--- config.mk ---
export PLATFORM = sky130hd
export DESIGN_NAME = eocsr_responder
export DESIGN_NICKNAME = d
export VERILOG_FILES = /design/src/core/eocsr_pkg.sv /design/src/core/eocsr_responder.sv
export VERILOG_INCLUDE_DIRS = /design/src /design/src/core
export SDC_FILE = /design/constraint.sdc
export NUM_CORES = 1
export LEC_CHECK = 0
export ABC_CLOCK_PERIOD_IN_PS = 5400
export BUFFER_PORTS_ARGS = -buffer_cell sky130_fd_sc_hd__buf_4
export CAP_MARGIN = 10
export CORE_MARGIN = 8
export CORE_UTILIZATION = 55
export CTS_CLUSTER_DIAMETER = 60
export DETAILED_ROUTE_END_ITERATION = 10
export HOLD_SLACK_MARGIN = 0.1
export PLACE_DENSITY = 0.77
export SYNTH_ARGS = -nofsm -noshare
export SYNTH_HDL_FRONTEND = slang
export SYNTH_SLANG_ARGS = --single-unit
--- constraint.sdc ---
create_clock -name sys_clk -period 5.4 [get_ports sys_clk]
set_input_delay 0.54 -clock sys_clk [delete_from_list [all_inputs] [get_ports sys_clk]]
set_output_delay 0.54 -clock sys_clk [all_outputs]
set_load 0.03 [all_outputs]
--- src/core/eocsr_defs.svh ---
// Constants for the embedded operations channel status and configuration responder.
`ifndef EOCSR_DEFS_SVH
`define EOCSR_DEFS_SVH

// -----------------------------------------------------------------
// Message identifiers
// -----------------------------------------------------------------
`define EOCSR_ID_LBT_REQ 8'h05
`define EOCSR_ID_LBT_RSP 8'h85
`define EOCSR_ID_MGT_REQ 8'h12
`define EOCSR_ID_MGT_RSP 8'h92
`define EOCSR_ID_STAT_REQ 8'h0b
`define EOCSR_ID_FULL_REQ 8'h0c
`define EOCSR_ID_SNR_RSP 8'h8b
`define EOCSR_ID_NET_RSP 8'h8c
`define EOCSR_ID_CUS_RSP 8'h8d
`define EOCSR_ID_MNT_RSP 8'h89
`define EOCSR_ID_FLOW_LO 8'h02
`define EOCSR_ID_FLOW_HI 8'h0c

// -----------------------------------------------------------------
// Message lengths and field positions
// -----------------------------------------------------------------
`define EOCSR_RX_MAX 22
`define EOCSR_LEN_LBT 5'd22
`define EOCSR_LEN_MGT 5'd3
`define EOCSR_LEN_SNR 5'd4
`define EOCSR_LEN_ONE 5'd1
`define EOCSR_BIT_RO 7
`define EOCSR_BIT_UTC 0
`define EOCSR_BIT_FLOW 0
`define EOCSR_DT_FIRST 5'd4
`define EOCSR_DT_SHIFT 5'd1

// -----------------------------------------------------------------
// Register map (byte addresses) and control bits
// -----------------------------------------------------------------
`define EOCSR_REG_CTRL 4'h0
`define EOCSR_REG_STAT 4'h4
`define EOCSR_CTRL_TWOPAIR 0
`define EOCSR_CTRL_CENTRAL 1
`define EOCSR_CTRL_REGEN 2
`define EOCSR_CTRL_REFUSE 3
`define EOCSR_CTRL_SWFAULT 4
`define EOCSR_CTRL_RST 5'h00
`define EOCSR_STAT_FLOWDIS 12
`define EOCSR_STAT_CNT 16
`define EOCSR_STAT_FAULT 20
`define EOCSR_STAT_BUSY 21

// -----------------------------------------------------------------
// Reset values
// -----------------------------------------------------------------
`define EOCSR_TOUT_RST 12'h000
`define EOCSR_CNTFLG_RST 4'h5

`endif

--- src/core/eocsr_pkg.sv ---
// Types for the embedded operations channel status and configuration responder.
package eocsr_pkg;

   // Gray-coded sequencing states.
   typedef enum logic [1:0] {
      EOCSR_IDLE = 2'b00,
      EOCSR_RECV = 2'b01,
      EOCSR_PLAN = 2'b11,
      EOCSR_SEND = 2'b10
   } eocsr_state_t;

   // Whole state of the responder.
   typedef struct packed {
      eocsr_state_t st;
      logic [21:0][7:0] rxBuf;
      logic [4:0] rxCnt;
      logic srcRemote;
      logic [7:0][7:0] qId;
      logic [7:0] qLoop;
      logic [3:0] qLen;
      logic [3:0] qIdx;
      logic [4:0] oIdx;
      logic unable_to_comply_flag;
      logic [11:0] lbTimeout;
      logic flowDis;
      logic [4:0] ctrl;
      logic ovfC;
      logic rstC;
      logic ovfR;
      logic rstR;
      logic [1:0] netChg;
      logic [1:0] cusChg;
      logic [7:0] txId;
      logic txDest;
      logic txValid;
      logic [7:0] txData;
      logic txLast;
      logic txLoop;
      logic rxReady;
      logic devFault;
      logic waitReq;
      logic [31:0] rdData;
   } eocsr_state_s_t;

endpackage

--- src/core/eocsr_responder.sv ---
// Status poll, configuration and counter flag responder for the operations channel.
//
// Notes on behaviour
// RULE1 - After a timeout configuration, send 133 carrying the applied 12-bit timeout.
// RULE2 - If a configuration cannot be done, set unable-to-comply and report current settings.
// RULE3 - Read-only timeout request changes nothing and reports present values.
// RULE4 - Timeout response carries date octets 5-14 and time octets 15-22.
// RULE5 - Central terminal broadcasts the management flow request 18 to every unit.
// RULE6 - Remote flow enabled after reset; request octet 2 bit 0: 0 enable, 1 disable.
// RULE7 - Flow disabled: regenerator ignores remote-originated requests 2 to 12.
// RULE8 - Read-only management request ignores other fields and reports current setting.
// RULE9 - Answer 18 with 146: unable-to-comply octet 2 bit 0, flow status octet 3 bit 0.
// RULE10 - Status poll 11 is answered with some of 139, 140, 141 and 137.
// RULE11 - Active alarm, fault or maintenance conditions add their matching status messages.
// RULE12 - Performance changes other than margin since the last poll add their messages.
// RULE13 - Nothing active and nothing changed: answer with 139 only.
// RULE14 - Two-pair mode may send 139, 140 and 141 once per pair.
// RULE15 - Full status 12 sends network, customer, then maintenance; two-pair loop 1 first.
// RULE16 - 139 carries network margin, customer margin and loop identifier 1 or 2.
// RULE17 - Application-interface side margin is zero: network at central, customer at remote.
// RULE18 - Overflow bits 7 and 5 set when any modulo counter wrapped since last 140.
// RULE19 - Reset bits 6 and 4 set when any modulo counter was reset, power-up included.
// RULE20 - Bits 7 and 6 clear after a 140 goes to the central terminal.
// RULE21 - Bits 5 and 4 clear after a 140 goes to the remote terminal.
// RULE22 - Device fault flag follows hardware self-test or software fault indications.
// RULE23 - Unknown message identifiers are dropped with no answer and no change.
//
// The address map and the Avalon-MM register port are this design's own decisions.
`timescale 1ns/1ps
`default_nettype none
`include "eocsr_defs.svh"

module eocsr_responder
   import eocsr_pkg::*;
(
   // Clock and reset.
   input wire logic sys_clk,
   input wire logic arst_n,
   // Avalon-MM register slave.
   input wire logic [3:0] avs_address,
   input wire logic avs_read,
   input wire logic avs_write,
   input wire logic [31:0] avs_writedata,
   input wire logic [3:0] avs_byteenable,
   output logic [31:0] avs_readdata,
   output logic avs_waitrequest,
   // Received message octets, first octet is the identifier.
   input wire logic rxValid,
   input wire logic [7:0] rxData,
   input wire logic rxLast,
   input wire logic rxRemote,
   output logic rxReady,
   // Response message octets.
   output logic txValid,
   output logic [7:0] txData,
   output logic txLast,
   output logic txLoop,
   input wire logic txReady,
   // Line condition inputs, index 0 is loop 1.
   input wire logic [1:0][7:0] snrNet,
   input wire logic [1:0][7:0] snrCus,
   input wire logic [1:0] netAlarm,
   input wire logic [1:0] cusAlarm,
   input wire logic maintActive,
   input wire logic [1:0] netPerfChg,
   input wire logic [1:0] cusPerfChg,
   input wire logic selfTestFail,
   input wire logic cntWrap,
   input wire logic cntReset,
   // Flags for the framer of the performance status bodies.
   output logic [3:0] cntFlags,
   output logic devFaultFlag
);

   eocsr_state_s_t s_q;
   eocsr_state_s_t s_d;

   // -----------------------------------------------------------------
   // Response octet builder
   // -----------------------------------------------------------------

   // Length of a response message in octets.
   function automatic logic [4:0] msgLen(input logic [7:0] id);
      case (id)
         `EOCSR_ID_LBT_RSP: msgLen = `EOCSR_LEN_LBT;
         `EOCSR_ID_MGT_RSP: msgLen = `EOCSR_LEN_MGT;
         `EOCSR_ID_SNR_RSP: msgLen = `EOCSR_LEN_SNR;
         default: msgLen = `EOCSR_LEN_ONE;
      endcase
   endfunction

   // Octet i (zero based) of a response. Bodies of 140, 141 and 137 are
   // filled in by the framer, so only their identifier comes from here.
   function automatic logic [7:0] octetAt(input eocsr_state_s_t s, input logic [7:0] id,
                                          input logic lp, input logic [4:0] i);
      logic [7:0] o;
      o = 8'h00;

      if (i == 5'd0) begin
         o = id;
      end else if (id == `EOCSR_ID_LBT_RSP) begin
         if (i == 5'd1) begin
            o[`EOCSR_BIT_UTC] = s.unable_to_comply_flag; // see RULE2
         end else if (i == 5'd2) begin
            o = {4'h0, s.lbTimeout[11:8]}; // see RULE1
         end else if (i == 5'd3) begin
            o = s.lbTimeout[7:0]; // see RULE1
         end else begin
            o = s.rxBuf[i - `EOCSR_DT_SHIFT]; // see RULE4
         end
      end else if (id == `EOCSR_ID_MGT_RSP) begin
         if (i == 5'd1) begin
            o[`EOCSR_BIT_UTC] = s.unable_to_comply_flag; // see RULE9
         end else begin
            o[`EOCSR_BIT_FLOW] = s.flowDis; // see RULE9
         end
      end else if (id == `EOCSR_ID_SNR_RSP) begin
         if (i == 5'd1) begin
            o = s.ctrl[`EOCSR_CTRL_CENTRAL] ? 8'h00 : snrNet[lp]; // see RULE16 see RULE17
         end else if (i == 5'd2) begin
            o = s.ctrl[`EOCSR_CTRL_CENTRAL] ? snrCus[lp] : 8'h00; // see RULE16 see RULE17
         end else begin
            o = lp ? 8'h02 : 8'h01; // see RULE16
         end
      end
      return o;
   endfunction

   // -----------------------------------------------------------------
   // Next-state logic
   // -----------------------------------------------------------------

   // Everything is decided here; a single register stage holds it all.
   always_comb begin
      logic [7:0] id;
      logic ro;
      logic two;
      logic full;
      logic poll;
      logic [1:0] need140;
      logic [1:0] need141;
      logic need137;
      logic [3:0] n;
      logic req;
      logic [4:0] len;
      s_d = s_q;
      id = s_q.rxBuf[0];
      ro = s_q.rxBuf[1][`EOCSR_BIT_RO];
      two = s_q.ctrl[`EOCSR_CTRL_TWOPAIR];
      full = 1'b0;
      poll = 1'b0;
      need140 = 2'b00;
      need141 = 2'b00;
      need137 = 1'b0;
      n = 4'h0;
      req = avs_read | avs_write;
      len = msgLen(s_q.txId);


      // Register slave: one wait cycle, then the answer stands for one edge.
      s_d.waitReq = ~(req & s_q.waitReq);
      s_d.rdData = 32'h0000_0000;
      if (avs_read & s_q.waitReq) begin
         case (avs_address)
            `EOCSR_REG_CTRL: s_d.rdData = {27'h0, s_q.ctrl};
            `EOCSR_REG_STAT: begin
               s_d.rdData[11:0] = s_q.lbTimeout;
               s_d.rdData[`EOCSR_STAT_FLOWDIS] = s_q.flowDis;
               s_d.rdData[`EOCSR_STAT_CNT +: 4] = {s_q.ovfC, s_q.rstC, s_q.ovfR, s_q.rstR};
               s_d.rdData[`EOCSR_STAT_FAULT] = s_q.devFault;
               s_d.rdData[`EOCSR_STAT_BUSY] = s_q.st != EOCSR_IDLE;
            end
            default: s_d.rdData = 32'h0000_0000;
         endcase
      end
      // A write lands only on the edge that completes the transfer.
      if (avs_write & ~s_q.waitReq & avs_byteenable[0] & (avs_address == `EOCSR_REG_CTRL)) begin
         s_d.ctrl = avs_writedata[4:0];
      end

      // Device fault follows self-test or the software fault bit.
      s_d.devFault = selfTestFail | s_q.ctrl[`EOCSR_CTRL_SWFAULT]; // see RULE22

      // Performance changes since the last poll are sticky until it is planned.
      s_d.netChg = s_q.netChg | netPerfChg; // see RULE12
      s_d.cusChg = s_q.cusChg | cusPerfChg; // see RULE12

      // Clear on a sent network status; a new event in the same cycle wins.
      if (s_q.txValid & txReady & s_q.txLast & (s_q.txId == `EOCSR_ID_NET_RSP)) begin
         if (s_q.txDest) begin
            s_d.ovfR = 1'b0; // see RULE21
            s_d.rstR = 1'b0; // see RULE21
         end else begin
            s_d.ovfC = 1'b0; // see RULE20
            s_d.rstC = 1'b0; // see RULE20
         end
      end
      if (cntWrap) begin
         s_d.ovfC = 1'b1; // see RULE18
         s_d.ovfR = 1'b1; // see RULE18
      end
      if (cntReset) begin
         s_d.rstC = 1'b1; // see RULE19
         s_d.rstR = 1'b1; // see RULE19
      end

      // Transmit register drains on acceptance.
      if (s_q.txValid & txReady) begin
         s_d.txValid = 1'b0;
         s_d.txLast = 1'b0;
      end

      case (s_q.st)
         EOCSR_IDLE, EOCSR_RECV: begin
            if (rxValid & s_q.rxReady) begin
               // Octets past the 22nd are dropped.
               if (s_q.rxCnt < 5'(`EOCSR_RX_MAX)) begin
                  s_d.rxBuf[s_q.rxCnt] = rxData;
                  s_d.rxCnt = s_q.rxCnt + 5'd1;
               end
               if (s_q.st == EOCSR_IDLE) begin
                  s_d.srcRemote = rxRemote;
               end
               s_d.st = rxLast ? EOCSR_PLAN : EOCSR_RECV;
               s_d.rxReady = ~rxLast;
            end
         end
         EOCSR_PLAN: begin
            s_d.unable_to_comply_flag = 1'b0;
            if ((id >= `EOCSR_ID_FLOW_LO) && (id <= `EOCSR_ID_FLOW_HI) && s_q.srcRemote &&
                s_q.flowDis && s_q.ctrl[`EOCSR_CTRL_REGEN]) begin
               n = 4'h0; // see RULE7
            end else if (id == `EOCSR_ID_LBT_REQ) begin
               if (!ro && s_q.ctrl[`EOCSR_CTRL_REFUSE]) begin
                  s_d.unable_to_comply_flag = 1'b1; // see RULE2
               end else if (!ro) begin
                  s_d.lbTimeout = {s_q.rxBuf[1][3:0], s_q.rxBuf[2]}; // see RULE1 see RULE3
               end
               s_d.qId[0] = `EOCSR_ID_LBT_RSP; // see RULE1
               n = 4'h1;
            end else if (id == `EOCSR_ID_MGT_REQ) begin
               if (!ro && s_q.ctrl[`EOCSR_CTRL_REFUSE]) begin
                  s_d.unable_to_comply_flag = 1'b1; // see RULE2
               end else if (!ro) begin
                  s_d.flowDis = s_q.rxBuf[1][`EOCSR_BIT_FLOW]; // see RULE6 see RULE8
               end
               s_d.qId[0] = `EOCSR_ID_MGT_RSP; // see RULE9
               n = 4'h1;
            end else if ((id == `EOCSR_ID_STAT_REQ) || (id == `EOCSR_ID_FULL_REQ)) begin
               full = id == `EOCSR_ID_FULL_REQ;
               poll = ~full;
               need140 = full ? 2'b11 : (netAlarm | s_q.netChg | {2{s_q.devFault}}); // see RULE11
               need141 = full ? 2'b11 : (cusAlarm | s_q.cusChg | {2{s_q.devFault}}); // see RULE12
               need137 = full | maintActive; // see RULE11 see RULE15
               if (!two) begin
                  need140[1] = 1'b0;
                  need141[1] = 1'b0;
               end
               s_d.netChg = netPerfChg;
               s_d.cusChg = cusPerfChg;
               // Network first, then customer, loop 1 before loop 2, maintenance last.
               for (int l = 0; l < 2; l++) begin
                  if (need140[l]) begin
                     s_d.qId[n[2:0]] = `EOCSR_ID_NET_RSP; // see RULE15 see RULE14
                     s_d.qLoop[n[2:0]] = l[0];
                     n = n + 4'h1;
                  end
               end
               for (int l = 0; l < 2; l++) begin
                  if (need141[l]) begin
                     s_d.qId[n[2:0]] = `EOCSR_ID_CUS_RSP; // see RULE15 see RULE14
                     s_d.qLoop[n[2:0]] = l[0];
                     n = n + 4'h1;
                  end
               end
               if (need137) begin
                  s_d.qId[n[2:0]] = `EOCSR_ID_MNT_RSP; // see RULE10
                  n = n + 4'h1;
               end
               if (poll && (n == 4'h0)) begin
                  s_d.qId[0] = `EOCSR_ID_SNR_RSP; // see RULE13
                  s_d.qLoop[0] = 1'b0;
                  s_d.qId[1] = `EOCSR_ID_SNR_RSP; // see RULE14
                  s_d.qLoop[1] = 1'b1;
                  n = two ? 4'h2 : 4'h1; // see RULE10
               end
            end else begin
               n = 4'h0; // see RULE23
            end
            s_d.qLen = n;
            s_d.qIdx = 4'h0;
            s_d.oIdx = 5'd0;
            s_d.rxCnt = 5'd0;
            s_d.st = (n == 4'h0) ? EOCSR_IDLE : EOCSR_SEND;
            s_d.rxReady = n == 4'h0;
         end
         EOCSR_SEND: begin
            if (!s_q.txValid || txReady) begin
               if (s_q.qIdx < s_q.qLen) begin
                  s_d.txId = s_q.qId[s_q.qIdx[2:0]];
                  s_d.txLoop = s_q.qLoop[s_q.qIdx[2:0]];
                  s_d.txDest = s_q.srcRemote;
                  len = msgLen(s_d.txId);
                  s_d.txValid = 1'b1;
                  s_d.txData = octetAt(s_q, s_d.txId, s_d.txLoop, s_q.oIdx);
                  s_d.txLast = s_q.oIdx == (len - 5'd1);
                  if (s_q.oIdx == (len - 5'd1)) begin
                     s_d.oIdx = 5'd0;
                     s_d.qIdx = s_q.qIdx + 4'h1;
                  end else begin
                     s_d.oIdx = s_q.oIdx + 5'd1;
                  end
               end else begin
                  s_d.st = EOCSR_IDLE;
                  s_d.rxReady = 1'b1;
               end
            end
         end
         default: begin
            s_d.st = EOCSR_IDLE;
            s_d.rxReady = 1'b1;
         end
      endcase
   end

   // -----------------------------------------------------------------
   // State register
   // -----------------------------------------------------------------

   // Counter reset flags start set, since power-up resets every counter.
   always_ff @(posedge sys_clk or negedge arst_n) begin
      if (!arst_n) begin
         s_q <= '0;
         s_q.st <= EOCSR_IDLE;
         s_q.lbTimeout <= `EOCSR_TOUT_RST;
         s_q.flowDis <= 1'b0; // see RULE6
         s_q.ctrl <= `EOCSR_CTRL_RST;
         {s_q.ovfC, s_q.rstC, s_q.ovfR, s_q.rstR} <= `EOCSR_CNTFLG_RST; // see RULE19
         s_q.rxReady <= 1'b1;
         s_q.waitReq <= 1'b1;
      end else begin
         s_q <= s_d;
      end
   end

   // -----------------------------------------------------------------
   // Outputs, all straight from the state register
   // -----------------------------------------------------------------
   assign avs_readdata = s_q.rdData;
   assign avs_waitrequest = s_q.waitReq;
   assign rxReady = s_q.rxReady;
   assign txValid = s_q.txValid;
   assign txData = s_q.txData;
   assign txLast = s_q.txLast;
   assign txLoop = s_q.txLoop;
   assign cntFlags = {s_q.ovfC, s_q.rstC, s_q.ovfR, s_q.rstR};
   assign devFaultFlag = s_q.devFault;

endmodule
`default_nettype wire

==> impl_results.md, run 1 <==
* Max transition margin at 0.161
* Initial drt markers at 948
* Netlist cell types at 84
* All-Layer GR Usage at 0.226
* Worst reg2reg path depth at 16
* Crit path top cell by count: ha_1
* Max Slew Vio Count at 0
* Vias in the first global route at ~12k
* Synth Register Bits at about 340
* Sequential power share at 0.416
* Post CTS Setup Buffer Count at 0
* Synth Cell Area at approximately 17000 um^2
* Routed wire length at around 41000 um
* Synthesized netlist cell count at between 1k and 1.5k
* Finished Layout Cells at between 1.5k and 2k
* Vias per Instance at ~6.2
* CTS tree: built
* Psw at 0.00278 W
* Critical path's top delay family: simple AND/OR/NAND/NOR gates
* Critical-path maximum fanout at 13
* Initial antenna violation count at 0
* Final Hold Fails at 0
* RSZ-0062 raised after global routing: false
* Fin util at 0.623
* Vias after detailed routing at between 10k and 15k
* Synth area leader: dfrtp_1
* Final period util at 0.925
* Most frequent cells in the layout: 333 x dfrtp_1, 198 x mux2_2, 123 x buf_4
* Max IR drop VDD at approximately 0.00028 V
* Top_reg_cell synth: dfrtp_1
* # DRC at 0
* Remaining antenna violation count after routing at 0
* CP Depth at 16
* Sequential share of the synthesized area at 0.505
* Data required, critical path at roughly 5.9 ns
* Most common cell after layout, fill and taps aside: dfrtp_1
* Root buf cell: clkbuf_16
* Resize count post-CTS at 0
* First-pass GRT wire length at approximately 65000 um
* Clock transition at path regs at approximately 0.060 ns
* Synth area leaders: dfrtp_1 50%, mux2_2 13%, mux4_2 8.9%
* Area of the die at roughly 36000 um^2
* PwrDens at about 440 nW/um^2
* Pre-CTS setup slack at about 0.56 ns
* Fin worst setup slack at roughly 0.4 ns
* Yosys top cell area share at 0.499
* Max Freq at roughly 200 MHz
* Max Cap Viol at 0
* Kind of critical path: flop to flop
* Final setup violation count at 0
* Clk sinks at ~340
* Synth warnings at 0
* H-Tree Depth at 2
* Std cell rows at 64
* Grt total ovfl at 0
* Crit path largest cell delay at 0.71 ns
* Internal power at roughly 0.0056 W
* Hold WS at just under 0.09 ns
* First drt pass iteration count at 5
* I/O pin cnt at 150
* Crit path time final at about 5 ns
* Hold-fix buffers, CTS at 0
* Combinational group share of total power at 0.291
* Slowest-stage cell, CP: or4_1
* Number of flops mapped to enable cells by yosys at 0
* PortBufs at approximately 110
* Setup TNS Final at 0 ns
* Final Wtd Congestion at 0.887
* Worst endpoint data arrival time at ~5.5 ns
* Clk_lat worst skew at 0.52 ns
* Bufs and invs on worst path at 2
* Avg Cell Area, Syn at approximately 12 um^2
* WL/cell at about 22 um
* Worst-margin pin slew at roughly 1.2 ns
* Post-synth ARST share at 1.00
* Final HPWL DP at between 20000 and 30000 um
* Final #Nets at 1531
* Initial Util at 0.554
* Crit path capture type: flop
* Clock skew at about 0.034 ns
* Net Sw Frac at 0.332
* Hold WC Path Type: input port to async pin
* Die H at roughly 190 um
* Outcome: completed
* Leak pwr at ~8.7 nW
* Area grow syn2layout at 12.4%
* Num CTS Buffers at 38
* Diode count at 0
* Clock Path Buffers at 3
* Startpoint types: flop
* Clock network power share at 0.293
* Share of layout cells above drive strength 1 at 0.333
* Largest net degree at the start of global routing at between 100 and 150
* Die Wd at 191 um
* Core footprint at between 30000 and 40000 um^2
* CP Cell Sequence: or4_1 > nor2_1 > o41ai_1 > inv_1 > ha_1 > inv_1 > mux2i_1 > ha_1 > mux2_2 > ha_1 > nand2_1 > xnor2_1 > o311a_1 > o221a_2 > o31ai_2 > and2_1
* Placed instance count at 1769
worst paths after layout:
path / slack (ns) / end
setup / recovery: 0.40 / s_q[115]$_DFFE_PN0P_
hold / removal: 0.09 / s_q[149]$_DFFE_PN0P_
setup reg to reg: 0.40 / s_q[115]$_DFFE_PN0P_
hold reg to reg: 0.46 / s_q[154]$_DFFE_PN0P_
max in group asynchronous: 3.99 / async pin
min in group sys_clk: 0.18 / avs_waitrequest$_DFF_PN1_
power by group through the flow:
stage | Combinational [W] | Clock (W) | Sequential [W]
4_1_cts | 0.00243 | 0.00248 | 0.00347
2_1_floorplan | 0.00185 | 0 | 0.00333
5_1_grt | 0.00263 | 0.00258 | 0.00355
3_5_place_dp | 0.00240 | 0 | 0.00351
3_3_place_gp | 0.00234 | 0 | 0.00347
6_report | 0.00243 | 0.00245 | 0.00348
logic make-up (layout without fill, tap and decap cells):
logic type,count (synthesis),after routing,share of synthesized area
AND/OR/NAND/NOR,351,351,0.111
AO/OA/AOI/OAI,194,194,0.0770
other,1,13,0.000224
flip-flops,338,338,0.505
multiplexers,296,296,0.241
buffers and inverters,139,215,0.0437
XOR/XNOR,15,15,0.00873
adder cells (fa/ha/maj),18,18,0.0139
cell usage after synthesis (all sizes together) (4+ instances only):
| cell type | n |
|---|---|
| a211oi | 4 |
| a21o | 11 |
| a21oi | 50 |
| a22o | 7 |
| a22oi | 8 |
| a31oi | 13 |
| and2 | 47 |
| and3 | 9 |
| buf | 66 |
| clkbuf | 51 |
| dfrtp | 334 |
| dfstp | 4 |
| ha | 17 |
| inv | 22 |
| mux2 | 198 |
| mux2i | 32 |
| mux4 | 66 |
| nand2 | 76 |
| nand2b | 25 |
| nand3 | 37 |
| nand4 | 7 |
| nor2 | 65 |
| nor2b | 10 |
| nor3 | 24 |
| nor4 | 8 |
| o211ai | 9 |
| o21a | 4 |
| o21ai | 35 |
| o22ai | 12 |
| o31ai | 6 |
| or2 | 11 |
| or3 | 9 |
| or3b | 5 |
| xnor2 | 11 |
| xor2 | 4 |
metrics by stage:
stage / power (W) / area, um^2
after floorplan: 0.00518 / 16800
after global placement: 0.00581 / 17700
after detailed placement: 0.00592 / 17700
after CTS: 0.00838 / 18900
after global routing: 0.00876 / 18900
final: 0.00837 / 18900
worst reg2reg max path, stage by stage (launching register included):
cell and delay, ns:
dfrtp_1 0.43, or4_1 0.71, nor2_1 0.48, o41ai_1 0.20, inv_1 0.18, ha_1 0.27
inv_1 0.10, mux2i_1 0.25, ha_1 0.31, mux2_2 0.35, ha_1 0.24, nand2_1 0.12
xnor2_1 0.08, o311a_1 0.13, o221a_2 0.39, o31ai_2 0.49, and2_1 0.20
layout make-up:
type,count,area [um^2]
clock buffers,53,1060
clock inverters,14,121
fillers,2241,11400
inverters,22,82.6
multi-input cells,887,7650
flip-flops and latches,338,8470
well taps,396,495
repair buffers,126,978
routing by layer:
metal / GRT usage / vias to the layer above / wire length [um]
met2: 0.355 / 412 / 19100
met4: 0.0820 / 0 / 1280
li1: - / 5023 / -
met3: 0.0404 / 71 / 2610
met1: 0.312 / 5832 / 17700
met5: 0 / - / 0
Note: power is estimated with default switching activity, not from simulation.
==> run 2, diff against run 1 <==
- ABC_AREA: not set -> 1
==> impl_results.md, run 2 <==
* Outcome: completed
* Final Hold Fails at 0 (unchanged)
* Kind of critical path: flop to flop
* Max Freq at 246 MHz (+23%)
* Final Wtd Congestion at 0.955 (+7.7%)
* Synth Register Bits at 338 (unchanged)
* Synth area leaders: dfrtp_1 50%, nand2_1 10%, o21ai_0 9.2%
* Critical-path maximum fanout at 53 (+40)
* Initial drt markers at 1342 (+42%)
* Clock transition at path regs at 0.06 ns (about the same)
* Bufs and invs on worst path at 3 (+1)
* Std cell rows at 64 (unchanged)
* Core footprint at 30400 um^2 (+0.53%)
* Area of the die at 36500 um^2 (+0.57%)
* Vias per Instance at 5.65 (-8.5%)
* Max Cap Viol at 0 (unchanged)
* Post-synth ARST share at 1.00 (unchanged)
* Fill count at 2688 (+20%)
* Clk sinks at 338 (unchanged)
* PortBufs at 106 (unchanged)
* Data required, critical path at 5.82 ns (-0.04 ns)
* Sequential share of the synthesized area at 0.502 (-0.00311)
* Worst-margin pin slew at 1.10 ns (-0.148 ns)
* Final setup violation count at 0 (unchanged)
* Initial Util at 0.554 (about the same)
* Most common cell after layout, fill and taps aside: nand2_1
* Setup TNS Final at 0 ns (unchanged)
* First-pass GRT wire length at 74500 um (+14%)
* CTS tree: built
* Final #Nets at 2256 (+47%)
* PwrDens at 298 nW/um^2 (-33%)
* Crit path largest cell delay at 0.52 ns (-0.19 ns)
* Clk_lat worst skew at 0.54 ns (+0.02 ns)
* Crit path time final at 4.07 ns (-0.923 ns)
* Synthesized netlist cell count at 2101 (+55%)
* H-Tree Depth at 2 (unchanged)
* # DRC at 0 (unchanged)
* Top-count cell post-synth: nand2_1
* Final period util at 0.754 (-0.171)
* Num CTS Buffers at 38 (unchanged)
* Vias in the first global route at 14.0k (+21%)
* Remaining antenna violation count after routing at 0 (unchanged)
* Register Area at 8470 um^2 (about the same)
* RSZ-0062 raised after global routing: false
* WL/cell at 17.9 um (-19%)
* Crit path top cell by count: nand2_1
* Number of flops mapped to enable cells by yosys at 0 (unchanged)
* Largest net degree at the start of global routing at 101 (-14%)
* Post CTS Setup Buffer Count at 0 (unchanged)
* Top_reg_cell synth: dfrtp_1
* Footprint of the multi-input gates at 6790 um^2 (-11%)
* Netlist cell types at 56 (-33%)
* First drt pass iteration count at 6 (+1)
* Diode count at 0 (unchanged)
* Grt total ovfl at 0 (unchanged)
* Most frequent cells in the layout: 454 x nand2_1, 332 x dfrtp_1, 309 x o21ai_0
* Share of layout cells above drive strength 1 at 0.124 (-0.209)
* Max Slew Vio Count at 0 (unchanged)
* Synth warnings at 0 (unchanged)
* Most common library cells after synthesis: 454 x nand2_1, 334 x dfrtp_1, 309 x o21ai_0
* Max IR drop VDD at 0.000182 V (-36%)
* Die Wd at 191 um (+0.28%)
* Final HPWL DP at 31200 um (+10%)
* Clock skew at 0.0278 ns (-0.00631 ns)
* Initial antenna violation count at 0 (unchanged)
* CP Cell Sequence: inv_2 > ha_1 > buf_4 > inv_2 > a21oi_1 > o21ai_0 > nand3_1 > nand2_1 > o21ai_0 > nor2_1 > a21oi_1 > nor2_1 > o21ai_0 > nand2_1 > nand2_1 > nand2_1
* Clock Path Buffers at 3 (unchanged)
* Avg Cell Area, Syn at 8.03 um^2 (-35%)
* Routed wire length at 45900 um (+13%)
* Synth Cell Area at 16900 um^2 (+0.62%)
* Max transition margin at 0.264 (+0.102)
* Hold WC Path Type: input port to flop
* Critical path's top delay family: buffers and inverters
* Slowest-stage cell, CP: buf_4
* Vias after detailed routing at 14.5k (+28%)
* All-Layer GR Usage at 0.252 (+0.0265)
* Yosys top cell area share at 0.495 (-0.00307)
* Worst endpoint data arrival time at 4.49 ns (-0.97 ns)
* Die H at 191 um (+0.28%)
* Leak pwr at 9.21 nW (+5.5%)
* Root buf cell: clkbuf_16
* Synth area leader: dfrtp_1
* Crit path capture type: flop
* Area grow syn2layout at 11.5%
* Fin util at 0.618 (-0.00455)
* I/O pin cnt at 150 (unchanged)
* Startpoint types: flop
-- run 2: changes by cell type after synthesis, sizes merged, moves of 16 or more --
cell	change
mux4	-66
nand2b	-25
nor3	-16
mux2	-197
mux2i	-32
and2	-47
o211ai	+24
nand2	+399
nand3	+51
a21oi	+83
o21ai	+292
inv	+214
nor2	+146
-- run 2: where the power goes --
part           internal [W]  leakage, nW  switching (W)
registers           0.00256         4.18      0.0000208
logic              0.000140         4.41       0.000332
clock network       0.00151        0.626        0.00105
-- run 2: logic make-up (layout without fill, tap and decap cells) --
group,Yosys count,after routing,synth area share
and+or+nand+nor,815,815,0.205
buffers and inverters,373,427,0.0991
adders and majority gates,18,18,0.0138
other,1,13,0.000222
AOI/OAI and AO/OA,548,548,0.176
muxes,1,1,0.000667
DFF,338,338,0.502
xor gates and xnor gates,7,7,0.00408
-- run 2: what timing repair did --
| item | in CTS | in global routing |
|---|---|---|
| endpoints found under the hold margin | 84 | 0 |
| hold buffers | 1 | 0 |
| gates resized for setup | 0 | 0 |
-- run 2: path summary, 6_finish.rpt --
path / from / depth (start not counted) / slack, ns / end
min reg2reg: flop / 2 / 0.45 / flop
max: s_q[82]$_DFFE_PN0P_ / 16 / 1.33 / txData[1]$_DFFE_PN0P_
min: avs_write / 2 / 0.20 / avs_waitrequest$_DFF_PN1_
max in group asynchronous: arst_n / 3 / 3.57 / async pin
max reg2reg: s_q[82]$_DFFE_PN0P_ / 16 / 1.33 / txData[1]$_DFFE_PN0P_
min in group asynchronous: arst_n / 2 / 0.63 / s_q[135]$_DFFE_PN0P_
-- run 2: cell type report --
type                            instances  share of cell area
Sequential cell                       338               0.450
Clock buffer                           55              0.0598
Timing Repair Buffer                  119              0.0487
Inverter                              239              0.0478
Tap cell                              396              0.0263
Multi-Input combinational cell       1402               0.361
Clock inverter                         14             0.00665
-- run 2: metrics by stage --
step	hold slack (ns)	cell area [um^2]	cells	setup WS, ns	total power [W]
6_report	0.195	18800	2563	1.33	0.00561
5_1_grt	0.192	18800	2563	1.15	0.00580
4_1_cts	0.180	18800	2563	1.54	0.00565
3_5_place_dp	0.437	17600	2493	1.53	0.00309
3_3_place_gp	0.434	17600	2493	1.60	0.00309
2_1_floorplan	0.244	16900	2113	2.12	0.00290
-- run 2: per-layer routing --
metal / up-vias / share of wire / track usage
met5: - / 0 / 0
met4: 0 / 0.045 / 0.114
met3: 123 / 0.075 / 0.0409
met2: 604 / 0.47 / 0.408
met1: 6901 / 0.41 / 0.331
li1: 6849 / - / -
